### src/verilog/bbw_dummy_none.sv
`timescale 1ns/1ps
`default_nettype none
`default_nettype wire

### src/verilog/bbw_pkg.sv
// Overview of operation
// - Redirect alias-region data transfers to bit-band region
// - Two regions: lowest 1MB SRAM and peripheral
// - Alias offset equals byte times 32 plus bit times 4
// - Alias read makes exactly one downstream read
// - Selected bit returned in read data bit 0
// - Alias read data is 0x01 or 0x00
// - Alias write becomes locked read then write-back
// - Lock held over whole read-modify-write
// - Target bit takes write data bit 0
// - Write data bits 31 to 1 ignored
// - Downstream transfer keeps master's transfer size
// - Instruction fetches and other addresses pass unchanged
// - Direct bit-band region accesses pass normally
// - Master identifier width parameter, default 1
// - Endian select: 0 little, 1 big
package bbw_pkg;

  // --------------------------------------------------------------------------
  // Bus encodings
  // --------------------------------------------------------------------------
  localparam logic [1:0] HTRANS_IDLE   = 2'h0;
  localparam logic [1:0] HTRANS_NONSEQ = 2'h2;
  localparam logic [2:0] HBURST_SINGLE = 3'h0;
  localparam logic [2:0] HSIZE_BYTE    = 3'h0;
  localparam logic       HRESP_OKAY    = 1'h0;

  // --------------------------------------------------------------------------
  // Address map
  // --------------------------------------------------------------------------
  // Top seven address bits of the 32MB alias regions at 0x2200_0000 and 0x4200_0000
  localparam logic [6:0] ALIAS_SRAM_TAG = 7'h11;
  localparam logic [6:0] ALIAS_PERI_TAG = 7'h21;
  // Bits 27:20 of a 1MB bit-band region address
  localparam logic [7:0] BAND_GAP       = 8'h00;

  // --------------------------------------------------------------------------
  // Reset values
  // --------------------------------------------------------------------------
  localparam logic [31:0] WORD_RST = 32'h0000_0000;
  localparam logic [2:0]  BIT_RST  = 3'h0;
  localparam logic [3:0]  PROT_RST = 4'h0;

  typedef enum logic [1:0] {ST_PASS, ST_RMW_RD, ST_WB_ADDR, ST_WB_DATA} bbw_state_t;

endpackage

### src/verilog/bbw_lane_if.sv
`timescale 1ns/1ps
`default_nettype none
interface bbw_lane_if;
  logic [31:0] rdata;
  logic [1:0]  byte_sel;
  logic [2:0]  bit_num;
  logic        wbit;
  logic        rbit;
  logic [31:0] merged;
  modport lane (input rdata, byte_sel, bit_num, wbit, output rbit, merged);
  modport user (output rdata, byte_sel, bit_num, wbit, input rbit, merged);
endinterface
`default_nettype wire

### src/verilog/bbw_wrapper.sv
`timescale 1ns/1ps
`default_nettype none
module bbw_wrapper #(
  parameter int MASTER_ID_WIDTH = 1,
  parameter bit ENDIAN_SELECT   = 1'b0
) (
  // Clock and reset
  input  wire logic                       SYS_CLK,
  input  wire logic                       RST_B,
  // Upstream port, from the processor
  input  wire logic [31:0]                HADDR_S,
  input  wire logic [1:0]                 HTRANS_S,
  input  wire logic                       HWRITE_S,
  input  wire logic [2:0]                 HSIZE_S,
  input  wire logic [2:0]                 HBURST_S,
  input  wire logic [3:0]                 HPROT_S,
  input  wire logic [MASTER_ID_WIDTH-1:0] HMASTER_S,
  input  wire logic                       HMASTLOCK_S,
  input  wire logic [31:0]                HWDATA_S,
  output logic                            HREADYOUT_S,
  output logic                            HRESP_S,
  output logic [31:0]                     HRDATA_S,
  // Downstream port, to the slaves
  output logic [31:0]                     HADDR_M,
  output logic [1:0]                      HTRANS_M,
  output logic                            HWRITE_M,
  output logic [2:0]                      HSIZE_M,
  output logic [2:0]                      HBURST_M,
  output logic [3:0]                      HPROT_M,
  output logic [MASTER_ID_WIDTH-1:0]      HMASTER_M,
  output logic                            HMASTLOCK_M,
  output logic [31:0]                     HWDATA_M,
  input  wire logic [31:0]                HRDATA_M,
  input  wire logic                       DOWNSTREAM_READY_OUT,
  input  wire logic                       DOWNSTREAM_RESPONSE
);

  bbw_pkg::bbw_state_t          st_r, st_nxt;
  logic                         rd_alias_r, rd_alias_nxt;
  logic [31:0]                  addr_r, addr_nxt;
  logic [2:0]                   size_r, size_nxt;
  logic [2:0]                   bit_r, bit_nxt;
  logic [3:0]                   prot_r, prot_nxt;
  logic [MASTER_ID_WIDTH-1:0]   mst_r, mst_nxt;
  logic [31:0]                  merged_r, merged_nxt;
  logic                         is_alias;
  logic                         take_s;
  logic                         pass_addr;
  logic [31:0]                  remap;

  bbw_lane_if lane_if ();

  bbw_bit_lane #(
    .ENDIAN_SELECT (ENDIAN_SELECT)
  ) u_lane (
    .lp (lane_if.lane)
  );

  assign lane_if.rdata    = HRDATA_M;
  assign lane_if.byte_sel = addr_r[1:0];
  assign lane_if.bit_num  = bit_r;
  assign lane_if.wbit     = HWDATA_S[0];

  // Keeps the remapped address legal for halfword and word transfers
  function automatic logic [31:0] align_addr(input logic [31:0] a, input logic [2:0] sz);
    logic [31:0] r;
    r = a;
    if (sz != bbw_pkg::HSIZE_BYTE) r[0] = 1'b0;
    if (sz[1]) r[1] = 1'b0;
    return r;
  endfunction

  // --------------------------------------------------------------------------
  // Alias decode
  // --------------------------------------------------------------------------
  always_comb begin
    // Only data accesses are redirected; fetches go through as they are
    is_alias = HPROT_S[0] && ((HADDR_S[31:25] == bbw_pkg::ALIAS_SRAM_TAG) ||
                              (HADDR_S[31:25] == bbw_pkg::ALIAS_PERI_TAG));
    // Byte offset from bits 24:5, bit number from bits 4:2
    remap    = {HADDR_S[31:28], bbw_pkg::BAND_GAP, HADDR_S[24:5]};
  end

  // --------------------------------------------------------------------------
  // Upstream answer
  // --------------------------------------------------------------------------
  always_comb begin
    case (st_r)
      bbw_pkg::ST_PASS,
      bbw_pkg::ST_WB_DATA: HREADYOUT_S = DOWNSTREAM_READY_OUT;
      // A failed read ends the sequence at once with the error
      bbw_pkg::ST_RMW_RD:  HREADYOUT_S = DOWNSTREAM_READY_OUT && DOWNSTREAM_RESPONSE;
      default:             HREADYOUT_S = 1'b0;
    endcase
    HRESP_S  = (st_r == bbw_pkg::ST_WB_ADDR) ? bbw_pkg::HRESP_OKAY : DOWNSTREAM_RESPONSE;
    HRDATA_S = rd_alias_r ? {31'h0000_0000, lane_if.rbit} : HRDATA_M;
    take_s   = HREADYOUT_S && HTRANS_S[1];
  end

  // --------------------------------------------------------------------------
  // Downstream address and data
  // --------------------------------------------------------------------------
  always_comb begin
    // The master's next address may only be forwarded once its data phase can end
    pass_addr = (st_r == bbw_pkg::ST_PASS) || (st_r == bbw_pkg::ST_WB_DATA) ||
                ((st_r == bbw_pkg::ST_RMW_RD) && DOWNSTREAM_RESPONSE);
    if (pass_addr) begin
      HADDR_M     = is_alias ? align_addr(remap, HSIZE_S) : HADDR_S;
      HTRANS_M    = HTRANS_S;
      HWRITE_M    = HWRITE_S && !is_alias;
      HSIZE_M     = HSIZE_S;
      HBURST_M    = is_alias ? bbw_pkg::HBURST_SINGLE : HBURST_S;
      HPROT_M     = HPROT_S;
      HMASTER_M   = HMASTER_S;
      HMASTLOCK_M = HMASTLOCK_S || (is_alias && HWRITE_S && HTRANS_S[1]);
    end else begin
      HADDR_M     = align_addr(addr_r, size_r);
      HTRANS_M    = (st_r == bbw_pkg::ST_WB_ADDR) ? bbw_pkg::HTRANS_NONSEQ : bbw_pkg::HTRANS_IDLE;
      HWRITE_M    = (st_r == bbw_pkg::ST_WB_ADDR);
      HSIZE_M     = size_r;
      HBURST_M    = bbw_pkg::HBURST_SINGLE;
      HPROT_M     = prot_r;
      HMASTER_M   = mst_r;
      HMASTLOCK_M = 1'b1;
    end
    HWDATA_M = (st_r == bbw_pkg::ST_WB_DATA) ? merged_r : HWDATA_S;
  end

  // --------------------------------------------------------------------------
  // Sequence control
  // --------------------------------------------------------------------------
  always_comb begin
    st_nxt       = st_r;
    rd_alias_nxt = rd_alias_r;
    addr_nxt     = addr_r;
    size_nxt     = size_r;
    bit_nxt      = bit_r;
    prot_nxt     = prot_r;
    mst_nxt      = mst_r;
    merged_nxt   = merged_r;
    if (HREADYOUT_S) begin
      rd_alias_nxt = take_s && is_alias && !HWRITE_S;
      st_nxt = (take_s && is_alias && HWRITE_S) ? bbw_pkg::ST_RMW_RD : bbw_pkg::ST_PASS;
      if (take_s && is_alias) begin
        addr_nxt = remap;
        size_nxt = HSIZE_S;
        bit_nxt  = HADDR_S[4:2];
        prot_nxt = HPROT_S;
        mst_nxt  = HMASTER_S;
      end
    end else if (DOWNSTREAM_READY_OUT && (st_r == bbw_pkg::ST_RMW_RD)) begin
      st_nxt     = bbw_pkg::ST_WB_ADDR;
      merged_nxt = lane_if.merged;
    end else if (DOWNSTREAM_READY_OUT && (st_r == bbw_pkg::ST_WB_ADDR)) begin
      st_nxt = bbw_pkg::ST_WB_DATA;
    end
  end

  always_ff @(posedge SYS_CLK or negedge RST_B) begin
    if (!RST_B) begin
      st_r       <= bbw_pkg::ST_PASS;
      rd_alias_r <= 1'b0;
      addr_r     <= bbw_pkg::WORD_RST;
      size_r     <= bbw_pkg::HSIZE_BYTE;
      bit_r      <= bbw_pkg::BIT_RST;
      prot_r     <= bbw_pkg::PROT_RST;
      mst_r      <= '0;
      merged_r   <= bbw_pkg::WORD_RST;
    end else begin
      st_r       <= st_nxt;
      rd_alias_r <= rd_alias_nxt;
      addr_r     <= addr_nxt;
      size_r     <= size_nxt;
      bit_r      <= bit_nxt;
      prot_r     <= prot_nxt;
      mst_r      <= mst_nxt;
      merged_r   <= merged_nxt;
    end
  end

  logic [4:0] pos_chk;
  assign pos_chk = {(ENDIAN_SELECT ? ~addr_r[1:0] : addr_r[1:0]), bit_r};
endmodule
`default_nettype wire

### src/verilog/bbw_bit_lane.sv
`timescale 1ns/1ps
`default_nettype none
module bbw_bit_lane #(
  parameter bit ENDIAN_SELECT = 1'b0
) (
  // Bit select and merge
  bbw_lane_if.lane lp
);

  logic [1:0] lane;
  logic [4:0] pos;

  always_comb begin
    // Big-endian lanes run the other way round within the word
    lane      = ENDIAN_SELECT ? ~lp.byte_sel : lp.byte_sel;
    pos       = {lane, lp.bit_num};
    lp.rbit   = lp.rdata[pos];
    lp.merged = lp.rdata;
    lp.merged[pos] = lp.wbit;
  end

endmodule
`default_nettype wire

### config.mk
export PLATFORM = sky130hd
export DESIGN_NAME = bbw_wrapper
export DESIGN_NICKNAME = d
export VERILOG_FILES = /design/src/verilog/bbw_dummy_none.sv /design/src/verilog/bbw_pkg.sv /design/src/verilog/bbw_lane_if.sv /design/src/verilog/bbw_wrapper.sv /design/src/verilog/bbw_bit_lane.sv
export SDC_FILE = /design/constraint.sdc
export NUM_CORES = 1
export LEC_CHECK = 0
export BUFFER_PORTS_ARGS = -buffer_cell sky130_fd_sc_hd__buf_2
export CAP_MARGIN = 5
export CORE_AREA = 2 2 156 82
export CTS_CLUSTER_SIZE = 10
export DETAILED_ROUTE_END_ITERATION = 6
export DIE_AREA = 0 0 158 84
export MAX_ROUTING_LAYER = met4
export PLACE_DENSITY = 0.76
export SLEW_MARGIN = 20
export SYNTH_ARGS = -nofsm -noshare
export SYNTH_HDL_FRONTEND = slang
export SYNTH_HIERARCHICAL = 1
export SYNTH_SLANG_ARGS = --single-unit
### constraint.sdc
create_clock -name SYS_CLK -period 2.2 [get_ports SYS_CLK]
set_input_delay 0.33 -clock SYS_CLK [delete_from_list [all_inputs] [get_ports SYS_CLK]]
set_output_delay 0.33 -clock SYS_CLK [all_outputs]
set_load 0.01 [all_outputs]
==> results_dict.tcl, run 1 <==
set metrics [dict create \
    worstHoldStart "HADDR_S[30]" \
    crit_path_end_kind "primary output" \
    worst_pin_slew_ns 0.532 \
    slowest_stage "mux4_2" \
    p_leak_nw 3.57 \
    reg2reg_slack_ns 0.22 \
    fmax_ghz 0.408 \
    crit_path_cell_trace "buf_12 -> mux4_2 -> a21oi_2 -> o211ai_2 -> mux2_4 -> buf_6" \
    yosysTopAreaCell "dfrtp_1" \
    fp.dieH_um 84 \
    slew_headroom_pct 64.5 \
    grt_max_degree 39 \
    die_area_um2 13300 \
    p_switching_w 0.00335 \
    tritoncts "built" \
    whs_ns 0.237 \
    ys_async_sr_fraction_pct 100 \
    grt_util_all_layers_pct 25.5 \
    die_w_um 158 \
    cts_made_buffers 9 \
    tns_ns -2.73 \
    violations "setup timing" \
    synth_flop_cell "dfrtp_1" \
    synthTopCellsByCount "93 x mux2_2, 91 x nand2_1, 70 x dfrtp_1" \
    synth-seq-cells 70 \
    ys_types 48 \
    gp_congestion 0.923 \
    worstReg2RegStart "bit_r[0]" \
    port_buffers 227 \
    crit_type "reg2out" \
    clock_latency_ns 0.33 \
    wl_per_cell_um 17.9 \
    hold_path_class "in2reg" \
    antenna_left 0 \
    r2r_cells 6 \
    vias 4978 \
    crit_path_start_kind "flop" \
    cp.arrival_ns 2.12 \
    final_nets 885 \
    swShare_pct 39.6 \
    peakVddDrop_v 0.000742 \
    grt_antenna_before_repair 0 \
    avgSynthCellArea_um2 9.52 \
    overflow 0 \
    yosysWarnings 6 \
    cp_slowest_stage_delay_ns 0.54 \
    cts.sinks 70 \
    status "complete, but fails checks" \
    path_clk_slew_ns 0.06 \
    worstPathRequired_ns 1.87 \
    path_max_fanout 6 \
    totalWireLength_um 16800 \
    min_to "addr_r[29]" \
    fin_ws_ns -0.254 \
    netlist_area_um2 5000 \
    cts_buffer_depth 2 \
    rows 29 \
    synth.area.top_cells "dfrtp_1 35%, mux2_2 21%, nand2_1 6.8%" \
    top_level_ports 228 \
    viasPerCell 5.28 \
    area_growth_pct 47.5 \
    h-tree-depth 3 \
    setup_viol 31 \
    start_util_pct 41.3 \
    antenna_cells 0 \
    dp_hpwl_um 11600 \
    maxSlewViolCount 0 \
    synth_edf_count 0 \
    syn_nets 643 \
    combPwrFrac_pct 60.5 \
    grt_pass1_vias 4741 \
    p_seq_share_pct 22.2 \
    root_buffer "clkbuf_16" \
    rsz0062_at_grt "true" \
    first_pass_iters 5 \
    r2r-end "merged_r[14]" \
    p_int_w 0.00511 \
    first_iter_violations 302 \
    skew_ns 0.00884 \
    maxCapViolCount 0 \
    drive_gt1_share_pct 56.9 \
    finalCritPeriodShare_pct 112 \
    synth.most_common_cell "mux2_2" \
    fin_crit_ns 2.45 \
    synth.top_cell.area_share_pct 35.0 \
    p_per_area_nw_per_um2 1150 \
    hold_viol_final 0 \
    min_delay_path_depth 2 \
    p_clk_share_pct 17.3 \
    synth_cells 525 \
    grt_pass1_wl_um 25500 \
    drc 0 \
    seq_area_frac_synth_pct 35.0 \
    core_area_um2 12100 \
]
## cells by family (layout without fill, tap and decap cells)
logic type / Yosys count / after routing / share of synthesized area (%)
buffers and inverters: 42 / 289 / 4.33
multiplexers: 135 / 135 / 30.8
adder cells (fa/ha/maj): 3 / 3 / 0.751
AND/OR/NAND/NOR: 227 / 227 / 22.8
AO/OA/AOI/OAI: 47 / 47 / 6.08
XOR/XNOR: 1 / 1 / 0.175
flip-flops: 70 / 70 / 35.0
## registers in the layout (all words and copies together) (netlist names)
signal / flops
size_r: 3
bit_r: 3
prot_r: 4
st_r: 2
rd_alias_r: 1
mst_r: 1
merged_r: 32
addr_r: 24
## cells in the final DEF, fill, tap and decap left out, types with 4 or more instances in the layout
cell type and n:
nand3b_1 5, mux2_2 92, nand2_1 72, nor3_1 7, nor2b_1 36, nand2_4 6, buf_6 18, mux2_1 28
clkbuf_16 10, dfrtp_1 67, nor2_1 39, mux2i_1 11, buf_12 14, a31oi_1 17, buf_2 212, a21oi_1 4
nand3_1 9, o21ai_0 10, and3_4 9, buf_4 20, nand2_2 13
## power by group through the flow
| stage | sequential (W) | combinational, W | clock [W] |
|---|---|---|---|
| floorplan | 0.00178 | 0.00265 | 0 |
| global route | 0.00192 | 0.00550 | 0.00156 |
| CTS | 0.00186 | 0.00479 | 0.00151 |
| finish | 0.00188 | 0.00512 | 0.00147 |
| global placement | 0.00186 | 0.00421 | 0 |
| detailed placement | 0.00187 | 0.00425 | 0 |
## how the worst max path moves through the flow
stage / from / to / slack (ns) / depth (start not counted)
2_1_floorplan: HADDR_S[28] / HADDR_M[25] / 0.05 / 5
3_3_place_gp: HADDR_S[28] / HADDR_M[21] / -0.06 / 6
3_5_place_dp: HADDR_S[28] / HBURST_M[1] / -0.08 / 6
4_1_cts: bit_r[0] / HRDATA_S[0] / -0.26 / 6
5_1_grt: bit_r[0] / HRDATA_S[0] / -0.34 / 6
6_report: bit_r[0] / HRDATA_S[0] / -0.25 / 6
## worst max-delay path: cells and delay by family, from the launching register on
kind                   cells  cell delay [ns]
DFF                        1             0.44
AOI/OAI and AO/OA          2             0.26
buffers and inverters      2             0.28
muxes                      2             0.81
## what timing repair did
item,4_1_cts,5_1_grt
resized for setup,52,36
setup buffers,6,3
hold endpoints to repair,27,0
cloned,6,1
endpoints found under the setup margin,40,75
pin swaps,31,23
hold buffers,1,0
## through the flow
stage          std cells  util, %  total power (W)  setup slack (ns)  cell area (µm²)
2_1_floorplan        525        -          0.00443            0.0540             5000
3_3_place_gp         912     53.7          0.00607           -0.0576             6510
3_5_place_dp         912     53.7          0.00612           -0.0775             6510
4_1_cts              941     59.8          0.00816            -0.259             7250
5_1_grt              942     60.9          0.00898            -0.336             7380
6_report             942     60.9          0.00846            -0.254             7380
## metal layers
layer | vias up | part of all wire (%) | GRT usage, %
met5 | - | 0 | -
met4 | 0 | 0.63 | 4.50
met2 | 246 | 40 | 33.9
met1 | 2383 | 50 | 39.1
li1 | 2334 | - | -
met3 | 15 | 8.7 | 6.13
## cell type report
type	count	area, µm²
Clock buffer	11	243
Clock inverter	5	58.8
Fill cell	1068	4740
Inverter	4	15.0
Multi-Input combinational cell	413	3280
Sequential cell	70	1760
Tap cell	170	213
Timing Repair Buffer	269	1810
No activity file was read; power rests on OpenSTA's default activity.
==> inputs of run 2 (changes only) <==
--- a/config.mk
+++ b/config.mk
@@ -11,7 +11,6 @@
 export CTS_CLUSTER_SIZE = 10
 export DETAILED_ROUTE_END_ITERATION = 6
 export DIE_AREA = 0 0 158 84
-export MAX_ROUTING_LAYER = met4
 export PLACE_DENSITY = 0.76
 export SLEW_MARGIN = 20
 export SYNTH_ARGS = -nofsm -noshare
==> constraint.sdc (replaced) <==
create_clock -name SYS_CLK -period 2 [get_ports SYS_CLK]
set_input_delay 0.3 -clock SYS_CLK [delete_from_list [all_inputs] [get_ports SYS_CLK]]
set_output_delay 0.3 -clock SYS_CLK [all_outputs]
set_load 0.01 [all_outputs]
==> run 2 against run 1 <==
The flow still finishes with violations (setup timing); cell count grew 3.9%; first-iteration DRC count increased by 23%; sequential cell count unchanged; largest cell class unchanged; total power up 43%; final area is 17% higher; global-route usage is 2.1 points higher.
==> results_dict.tcl, run 2 (same netlist as run 1, synthesis figures left out) <==
set metrics [dict create \
    violations "setup timing" \
    crit_type "reg2out" \
    vias 5358 \
    whs_ns 0.218 \
    crit_path_cell_trace "mux4_2 -> nor2b_4 -> nor3_2 -> o211ai_2 -> mux2_4 -> buf_6" \
    crit_path_end_kind "primary output" \
    clock_latency_ns 0.33 \
    reg2reg_slack_ns -0.26 \
    cts.sinks 70 \
    worstPathRequired_ns 1.70 \
    port_buffers 227 \
    path_max_fanout 5 \
    hold_viol_final 0 \
    startpoint "bit_r[0]" \
    peakVddDrop_v 0.000812 \
    die_w_um 158 \
    n_fill_cell 880 \
    dp_hpwl_um 11900 \
    reg_top3 "merged_r x32, addr_r x24, prot_r x4" \
    setup_viol 103 \
    tns_ns -20.99 \
    worstReg2RegStart "st_r[0]" \
    slew_headroom_pct 62.8 \
    drive_gt1_share_pct 67.2 \
    path_clk_slew_ns 0.07 \
    finalCritPeriodShare_pct 121 \
    core_area_um2 12100 \
    drc 0 \
    die_area_um2 13300 \
    fin_crit_ns 2.42 \
    numPlacedInstances 914 \
    hold_path_class "in2reg" \
    antenna_left 0 \
    rsz0062_at_grt "true" \
    maxCapViolCount 0 \
    grt_util_all_layers_pct 27.6 \
    totalWireLength_um 20400 \
    gp_congestion 0.878 \
    final_nets 921 \
    grt_max_degree 38 \
    grt_pass1_vias 4932 \
    largest_reg_flops 32 \
    rows 29 \
    fin_cells 979 \
    worst_pin_slew_ns 0.558 \
    first_iter_violations 370 \
    h-tree-depth 3 \
    cp_slowest_stage_delay_ns 0.51 \
    cts_made_buffers 9 \
    dp_slack_ns -0.218 \
    tritoncts "built" \
    fmax_ghz 0.413 \
    top_level_ports 228 \
    first_pass_iters 5 \
    slowest_stage "mux4_2" \
    fin_util_pct 71.1 \
    cts_buffer_depth 2 \
    largest_register "merged_r" \
    area_growth_pct 72.4 \
    fin_ws_ns -0.419 \
    status "complete, but fails checks" \
    overflow 0 \
    worstHoldStart "HADDR_S[30]" \
    wl_per_cell_um 20.8 \
    root_buffer "clkbuf_16" \
    layout_common_cells "174 x buf_2, 79 x mux2_4, 66 x dfrtp_1, 64 x buf_6, 46 x nand2_1" \
    p_per_area_nw_per_um2 1400 \
    grt_pass1_wl_um 28100 \
    grt_antenna_before_repair 1 \
    fp.dieH_um 84 \
    viasPerCell 5.47 \
    final_common_cell "buf_2" \
    crit_path_start_kind "flop" \
    maxSlewViolCount 0 \
    start_util_pct 41.3 \
    skew_ns 0.0104 \
    cp.arrival_ns 2.12 \
    p_leak_nw 4.20 \
]
-- run 2: changes by cell type in the layout (fill, tap and decap cells not counted), sizes merged --
cell	delta
diode	+1
buf	+33
inv	+2
clkbuf	+1
-- run 2: critical path: cells and delay by family, from the launching register on --
| family | cells | cell delay (ns) |
|---|---|---|
| AOI/OAI and AO/OA | 1 | 0.09 |
| and+or+nand+nor | 2 | 0.34 |
| muxes | 2 | 0.78 |
| buffers and inverters | 1 | 0.12 |
| DFF | 1 | 0.45 |
-- run 2: per-stage QoR --
stage / power [W] / instance area, µm²
2_1_floorplan: 0.00498 / 5050
3_3_place_gp: 0.00686 / 6530
3_5_place_dp: 0.00691 / 6530
4_1_cts: 0.0111 / 7970
5_1_grt: 0.0126 / 8620
6_report: 0.0121 / 8620
-- run 2: timing repair --
item                                    in CTS  in global routing
cloned                                      16                  6
endpoints found under the setup margin      85                146
buffers inserted                            22                 15
hold endpoints to repair                    34                  0
pin swaps                                   49                 50
hold buffers                                 1                  0
gates resized for setup                    109                167
-- run 2: layout make-up --
| class | instances | area, µm² | share of cell area [%] |
|---|---|---|---|
| inverters | 4 | 15.0 | 0.174 |
| diodes | 1 | 2.50 | 0.0290 |
| clock inverters | 7 | 80.1 | 0.929 |
| flip-flops and latches | 70 | 1760 | 20.4 |
| well taps | 170 | 213 | 2.47 |
| multi-input cells | 413 | 3740 | 43.4 |
| repair buffers | 305 | 2590 | 30.0 |
| clock buffers | 9 | 225 | 2.61 |
-- run 2: metal layers --
metal,part of all wire [%],track usage (%),vias up
li1,-,-,2409
met1,48,44.3,2657
met2,43,37.9,276
met3,9.1,5.82,16
met4,0.70,4.34,0
met5,0,0,-
-- run 2: worst paths after layout --
check                               end  depth (start not counted)
setup / recovery            HRDATA_S[0]                          6
hold / removal               addr_r[29]                          2
setup reg to reg              addr_r[5]                          9
hold reg to reg              addr_r[28]                          1
max in group asynchronous   merged_r[4]                          3
min in group asynchronous  merged_r[20]                          2
-- run 2: report_power, final --
group          switching [W]  internal, W  total, W  leakage, nW
Clock               0.000674     0.000979   0.00165        0.143
Combinational        0.00365      0.00467   0.00831         3.15
Sequential          0.000304      0.00181   0.00212        0.905
